--- src/logic/cswdr_pkg.sv ---
// constants and types for the supervisor watchdog reset block
package cswdr_pkg;
    localparam int unsigned CLK_MHZ = 250;
    // times in their own units, as printed
    localparam int unsigned RESET_HOLD_MS    = 610;  // typical, inside 250..1000 ms
    localparam int unsigned WD_LOW_MS        = 150;
    localparam int unsigned WD_OPEN_MS       = 600;
    localparam int unsigned WD_HIGH_MS       = 1200;
    localparam int unsigned BUTTON_IGNORE_MS = 1;
    localparam int unsigned BUTTON_MIN_MS    = 20;
    localparam int unsigned SUPPLY_FAIL_US   = 8;
    localparam int unsigned CYC_PER_MS       = CLK_MHZ * 1000;
    // default cycle counts, derived from the times
    localparam int unsigned RESET_HOLD_CYC   = RESET_HOLD_MS * CYC_PER_MS;
    localparam int unsigned WD_LOW_CYC       = WD_LOW_MS * CYC_PER_MS;
    localparam int unsigned WD_OPEN_CYC      = WD_OPEN_MS * CYC_PER_MS;
    localparam int unsigned WD_HIGH_CYC      = WD_HIGH_MS * CYC_PER_MS;
    localparam int unsigned DEBOUNCE_CYC     = BUTTON_IGNORE_MS * CYC_PER_MS;
    localparam int unsigned SUPPLY_FAIL_CYC  = SUPPLY_FAIL_US * CLK_MHZ;
    localparam int unsigned CNT_W            = 32;
    // three-state period select, as sensed
    typedef enum logic [1:0] {
        CSWDR_SEL_LOW  = 2'h0,
        CSWDR_SEL_OPEN = 2'h1,
        CSWDR_SEL_HIGH = 2'h2
    } cswdr_sel_t;
    typedef enum logic [0:0] {
        CSWDR_RUN,
        CSWDR_HOLD
    } cswdr_state_t;
endpackage : cswdr_pkg

--- src/logic/cswdr_top.sv ---
// supervisor: supply monitor, watchdog and debounced manual reset
// Summary of operation
// - both reset outputs assert while the supply-low indication is present.
// - the threshold select picks which supply-low comparator result is used, low 5%, high 10%.
// - the high reset output rises on supply low, watchdog expiry or a long manual reset.
// - the low reset output is always the complement of the high reset output.
// - after supply recovery or a watchdog timeout reset stays asserted one hold period.
// - the hold period is 610 ms, inside the 250 to 1000 ms window.
// - period select gives 150 ms low, 600 ms open, 1.2 s high.
// - the chosen periods lie inside their 62.5-250, 250-1000 and 500-2000 ms windows.
// - each strobe falling edge before expiry restarts the watchdog count from zero.
// - an expired watchdog asserts reset and holds it at least 250 ms.
// - a falling strobe transition counts as a restart once its low is sampled on a single clock edge.
// - the manual reset is debounced, ignoring lows under 1 ms and acting within 20 ms.
// - after the manual reset returns high reset stays asserted one more hold period.
// - a supply-low indication asserts reset within 8 us.
`timescale 1ns/100ps
module cswdr_top
    import cswdr_pkg::*;
#(
    parameter int unsigned RESET_HOLD = cswdr_pkg::RESET_HOLD_CYC,
    parameter int unsigned WD_LOW     = cswdr_pkg::WD_LOW_CYC,
    parameter int unsigned WD_OPEN    = cswdr_pkg::WD_OPEN_CYC,
    parameter int unsigned WD_HIGH    = cswdr_pkg::WD_HIGH_CYC,
    parameter int unsigned DEBOUNCE   = cswdr_pkg::DEBOUNCE_CYC
) (
    input  wire logic                  sys_clk_in,
    input  wire logic                  reset_in,
    input  wire logic                  supply_low_5_in,
    input  wire logic                  supply_low_10_in,
    input  wire logic                  threshold_select_in,
    input  wire cswdr_pkg::cswdr_sel_t period_select_in,
    input  wire logic                  watchdog_strobe_n_in,
    input  wire logic                  manual_reset_in_n,
    output logic                       cpu_reset_out,
    output logic                       cpu_reset_n_out
);
    import cswdr_pkg::*;

    typedef struct packed {
        logic [1:0]        low5_sync;
        logic [1:0]        low10_sync;
        logic [1:0]        tol_sync;
        logic [3:0]        sel_sync;
        logic [2:0]        strobe_sync;   // two sync stages, third for edge detect
        logic [1:0]        button_sync;
        logic [CNT_W-1:0]  button_cnt;
        logic              button_down;   // debounced manual reset level
        logic [CNT_W-1:0]  wd_cnt;
        logic [CNT_W-1:0]  hold_cnt;
        cswdr_state_t      state;
        logic              rst;
    } cswdr_regs_t;

    cswdr_regs_t r;
    cswdr_regs_t next_r;

    function automatic logic [CNT_W-1:0] wd_limit(input logic [1:0] sel);
        case (sel)
            CSWDR_SEL_LOW:  wd_limit = CNT_W'(WD_LOW);
            CSWDR_SEL_HIGH: wd_limit = CNT_W'(WD_HIGH);
            default:        wd_limit = CNT_W'(WD_OPEN);
        endcase
    endfunction : wd_limit

    logic supply_low;
    logic strobe_fall;
    logic wd_expired;

    always_comb begin
        next_r = r;
        next_r.low5_sync   = {r.low5_sync[0], supply_low_5_in};
        next_r.low10_sync  = {r.low10_sync[0], supply_low_10_in};
        next_r.tol_sync    = {r.tol_sync[0], threshold_select_in};
        next_r.sel_sync    = {r.sel_sync[1:0], period_select_in};
        next_r.strobe_sync = {r.strobe_sync[1:0], watchdog_strobe_n_in};
        next_r.button_sync = {r.button_sync[0], manual_reset_in_n};

        // threshold choice made in logic; comparators sit outside
        supply_low  = r.tol_sync[1] ? r.low10_sync[1] : r.low5_sync[1];
        // edge taken between synchronised stages, so any low that lasts
        // at least a couple of clocks is seen; 75 ns is far above that
        strobe_fall = r.strobe_sync[2] & ~r.strobe_sync[1];

        // debounce: pin must hold its new level for the whole filter time;
        // button_down is the inverse of the pin level, so agreement means unequal
        if (r.button_sync[1] != r.button_down) begin
            next_r.button_cnt = '0;
        end else if (r.button_cnt >= CNT_W'(DEBOUNCE - 1)) begin
            next_r.button_cnt  = '0;
            next_r.button_down = ~r.button_sync[1];
        end else begin
            next_r.button_cnt = r.button_cnt + CNT_W'(1);
        end

        wd_expired = 1'b0;
        case (r.state)
            CSWDR_RUN: begin
                if (strobe_fall) begin
                    next_r.wd_cnt = '0;
                end else if (r.wd_cnt >= wd_limit(r.sel_sync[3:2]) - CNT_W'(1)) begin
                    wd_expired = 1'b1;
                end else begin
                    next_r.wd_cnt = r.wd_cnt + CNT_W'(1);
                end
                if (supply_low || wd_expired || r.button_down) begin
                    next_r.state    = CSWDR_HOLD;
                    next_r.rst      = 1'b1;
                    next_r.hold_cnt = '0;
                    next_r.wd_cnt   = '0;
                end
            end
            CSWDR_HOLD: begin
                next_r.wd_cnt = '0;
                // causes still present keep the hold timer at zero
                if (supply_low || r.button_down) begin
                    next_r.hold_cnt = '0;
                end else if (r.hold_cnt >= CNT_W'(RESET_HOLD - 1)) begin
                    next_r.state    = CSWDR_RUN;
                    next_r.rst      = 1'b0;
                    next_r.hold_cnt = '0;
                end else begin
                    next_r.hold_cnt = r.hold_cnt + CNT_W'(1);
                end
            end
            default: begin
                next_r.state = CSWDR_HOLD;
                next_r.rst   = 1'b1;
            end
        endcase
    end

    always_ff @(posedge sys_clk_in) begin
        if (reset_in) begin
            r             <= '0;
            r.strobe_sync <= 3'h7;
            r.button_sync <= 2'h3;
            r.state       <= CSWDR_HOLD;  // power-on acts as a supply recovery
            r.rst         <= 1'b1;
        end else begin
            r <= next_r;
        end
    end

    assign cpu_reset_out   = r.rst;
    assign cpu_reset_n_out = ~r.rst;
endmodule : cswdr_top

--- config.mk ---
export PLATFORM = sky130hd
export DESIGN_NAME = cswdr_top
export DESIGN_NICKNAME = d
export VERILOG_FILES = /design/src/logic/cswdr_pkg.sv /design/src/logic/cswdr_top.sv
export SDC_FILE = /design/constraint.sdc
export NUM_CORES = 1
export LEC_CHECK = 0
export BUFFER_PORTS_ARGS = -buffer_cell sky130_fd_sc_hd__buf_2
export CORE_UTILIZATION = 40
export CTS_BUF_LIST = sky130_fd_sc_hd__clkbuf_4
export DETAILED_ROUTE_END_ITERATION = 16
export GPL_TIMING_DRIVEN = 0
export PLACE_DENSITY = 0.6
export SLEW_MARGIN = 20
export SYNTH_ARGS = -nofsm -noshare
export SYNTH_HDL_FRONTEND = slang
export SYNTH_SLANG_ARGS = --single-unit
--- constraint.sdc ---
create_clock -name sys_clk_in -period 3.4 [get_ports sys_clk_in]
set_clock_uncertainty 0.15 [all_clocks]
set_input_delay 0.34 -clock sys_clk_in [delete_from_list [all_inputs] [get_ports sys_clk_in]]
set_output_delay 0.34 -clock sys_clk_in [all_outputs]
set_load 0.02 [all_outputs]
==> results.py <==
metrics = {
    "place": {
        "place_inst": 778,
        "post_dp_cell_area_sq_mm": 0.00551,
        "globalplace.congestion": 0.794,
        "hpwl_um": 7610,
        "io_buffers": 9,
    },
    "power": {
        "clockPowerShare_pct": 36.4,
        "ir_worst_vdd_uv": 234,
        "p_per_area_mw_per_mm2": 397,
        "swShare_pct": 23.2,
        "p_int_mw": 1.77,
        "p_comb_share_pct": 4.5,
        "p_switching_mw": 0.534,
        "leakagePower_nw": 2.18,
        "seqPwrFrac_pct": 59.2,
    },
    "drt": {
        "wirelength_um": 10500,
        "drt_iter0_drc": 286,
        "viasPerCell": 5.08,
        "avgRoutedWirePerCell_um": 12.9,
        "drcViolationCount": 0,
        "via_count": 4142,
        "postRouteAntennaNets": 0,
        "firstDrtPassIters": 6,
    },
    "final_layout": {
        "final_nets": 666,
        "layout-drive-gt1-share_pct": 11.3,
        "fin_cells": 816,
        "n_fill_cell": 1264,
        "fin_area_sq_mm": 0.00581,
        "num_antenna_cells": 0,
        "area_delta_synth_final_pct": 12.0,
    },
    "global_route": {
        "grt_pass1_wl_um": 17900,
        "grt_pass1_vias": 3970,
        "grtUsageTotal_pct": 17.4,
        "grt_max_degree": 17,
        "antenna_found_initial": 0,
        "grt-ovfl-total": 0,
    },
    "clock_tree": {
        "clkLatencyLatePin_ps": 530,
        "clock_sinks": 114,
        "clock_path_buffers": 2,
        "cts_inserted_buffers": 17,
        "tritoncts": "built",
        "cts_root_buffer": "clkbuf_4",
        "h-tree-depth": 4,
        "clk_pin_slew_ps": 90,
        "post-cts-setup-buffers": 0,
    },
    "timing": {
        "holdWs_ps": 270,
        "relSlewSlack_pct": 46.1,
        "tightest_slew_ps": 801,
        "slew_violations": 0,
        "min_period_ps": 3110,
        "rsz0062_at_grt": "no",
        "post-route-period-util_pct": 91.4,
        "finalSetupViolations": 0,
        "final.setup.tns_ps": 0,
        "hold_violations": 0,
        "clock.fmax_mhz": 322,
    },
    "setup_path": {
        "worstPathCellList": "nor2b_1 -> inv_1 -> ha_1 -> nand2_1 -> nor4_2 -> o21ai_1 -> a32o_1 -> or2_1 -> buf_6 -> buf_6 -> a31o_1",
        "r2r-start": "r[107]",
        "critical_path.slowest_cell": "nor2b_1",
        "cp.required_ps": 3660,
        "cp-end-kind": "flip-flop",
        "criticalPathCategory": "reg -> reg",
        "slowest_delay_ps": 390,
        "cp-startpoint": "r[107]",
        "crit_arrival_ps": 3370,
        "crit_family": "simple AND/OR/NAND/NOR gates",
        "crit_top_cell": "buf_6",
        "crit_buf_inv": 3,
        "start_kind": "flip-flop",
        "cp_max_fo": 10,
    },
    "logic_synthesis": {
        "synth.distinct_cells": 63,
        "syn-instance-count": 580,
        "yosysSeqAreaShare_pct": 44.0,
        "synthFlopType": "dfxtp_1",
        "yosysWarnings": 0,
        "synth-async-reset-ratio_pct": 0,
        "synth-edff-count": 0,
        "syn-mean-instance-area_sq_um": 8.95,
        "synth_area_sq_mm": 0.00519,
        "synth_seq_cells": 114,
    },
    "die": {
        "io_pins": 11,
        "design.die.area_sq_mm": 0.0134,
        "core_sq_mm": 0.0126,
        "rows": 41,
        "start_util_pct": 41.1,
        "dieWidth_um": 116,
        "die_h_um": 116,
    },
    "min_path": {
        "holdCritPathClass": "reg -> reg",
        "worstHoldStart": "next_r[100]",
    },
    "flow_run": {
        "drv_cap": 0,
    },
    "status": {
        "outcome": "finished clean",
    },
}
Yosys cell counts, drive strengths merged (10+ instances only):
cell   count  area, sq um
nor3      14         70.1
o21ai     19         95.1
o22ai     10         62.6
inv       15         56.3
nand2     47          176
ha        25          313
dfxtp    114         2280
a21oi     13         65.1
nor2      75          282
or2       10         62.6
and3      25          169
xnor2     21          184
xor2      31          272
nand3     35          175
buf       11         76.3
nor2b     12         75.1
nand4     19          119
power groups by stage:
stage	Clock (mW)	Sequential [mW]	Combinational (mW)
after floorplan	0	1.39	0.0684
after global placement	0	1.40	0.0941
after detailed placement	0	1.40	0.0965
after CTS	0.876	1.36	0.103
after global routing	0.940	1.37	0.116
final	0.839	1.36	0.103
path summary, 6_finish.rpt:
path	slack, ps	cells past startpoint	to
max	290	11	r[24]
min	270	1	r[100]
max reg2reg	290	11	r[24]
min reg2reg	270	1	r[100]
cells in the final DEF, fill, tap and decap left out, types with 18 or more instances in the layout:
master and n:
and3_1 18, clkbuf_4 21, conb_1 19, dfxtp_1 114
ha_1 25, nand2_1 47, nand3_1 35, nand4_1 19
nor2_1 74, xnor2_1 21, xor2_1 31
area by class of cell:
cell class	instances	area (sq um)	area share [%]
clock buffers	21	158	2.71
multi-input cells	447	2780	47.9
inverters	15	56.3	0.969
repair buffers	16	115	1.98
plain buffers	21	134	2.30
well taps	172	215	3.70
clock inverters	10	68.8	1.18
flip-flops and latches	114	2280	39.3
routing by layer:
| layer | vias up | global-route usage [%] | share of wire, % | routed length (um) |
|---|---|---|---|---|
| li1 | 2142 | - | - | - |
| met3 | 10 | 5.07 | 3.4 | 357 |
| met2 | 80 | 28.3 | 49 | 5090 |
| met1 | 1910 | 20.7 | 47 | 4920 |
| met4 | 0 | 9.06 | 1.2 | 125 |
| met5 | - | 0 | 0 | 0 |
logic make-up after synthesis:
family,share of synthesized area [%]
compound gates,10.6
simple gates,26.9
buf+inv,3.64
xor+xnor,8.78
fa+ha+maj,6.03
other cells,0.145
flops,44.0
what timing repair did:
| item | CTS | global route |
|---|---|---|
| resized for setup | 0 | 3 |
| hold endpoints to repair | 7 | 0 |
| hold buffers | 7 | 0 |
| endpoints found under the setup margin | 0 | 5 |
through the flow:
| step | power, mW | setup WS (ps) | util, % |
|---|---|---|---|
| after global routing | 2.42 | 106 | 46.1 |
| after global placement | 1.49 | 265 | 43.7 |
| after detailed placement | 1.49 | 166 | 43.7 |
| after CTS | 2.34 | 157 | 46.0 |
| after floorplan | 1.46 | 846 | - |
| final | 2.31 | 292 | 46.1 |
flip-flops by register name, summed over array words and instances (netlist names):
| name | cells |
|---|---|
| next_r | 8 |
| r | 105 |
| cpu_reset_out | 1 |
Note: power is estimated with default switching activity, not from simulation.
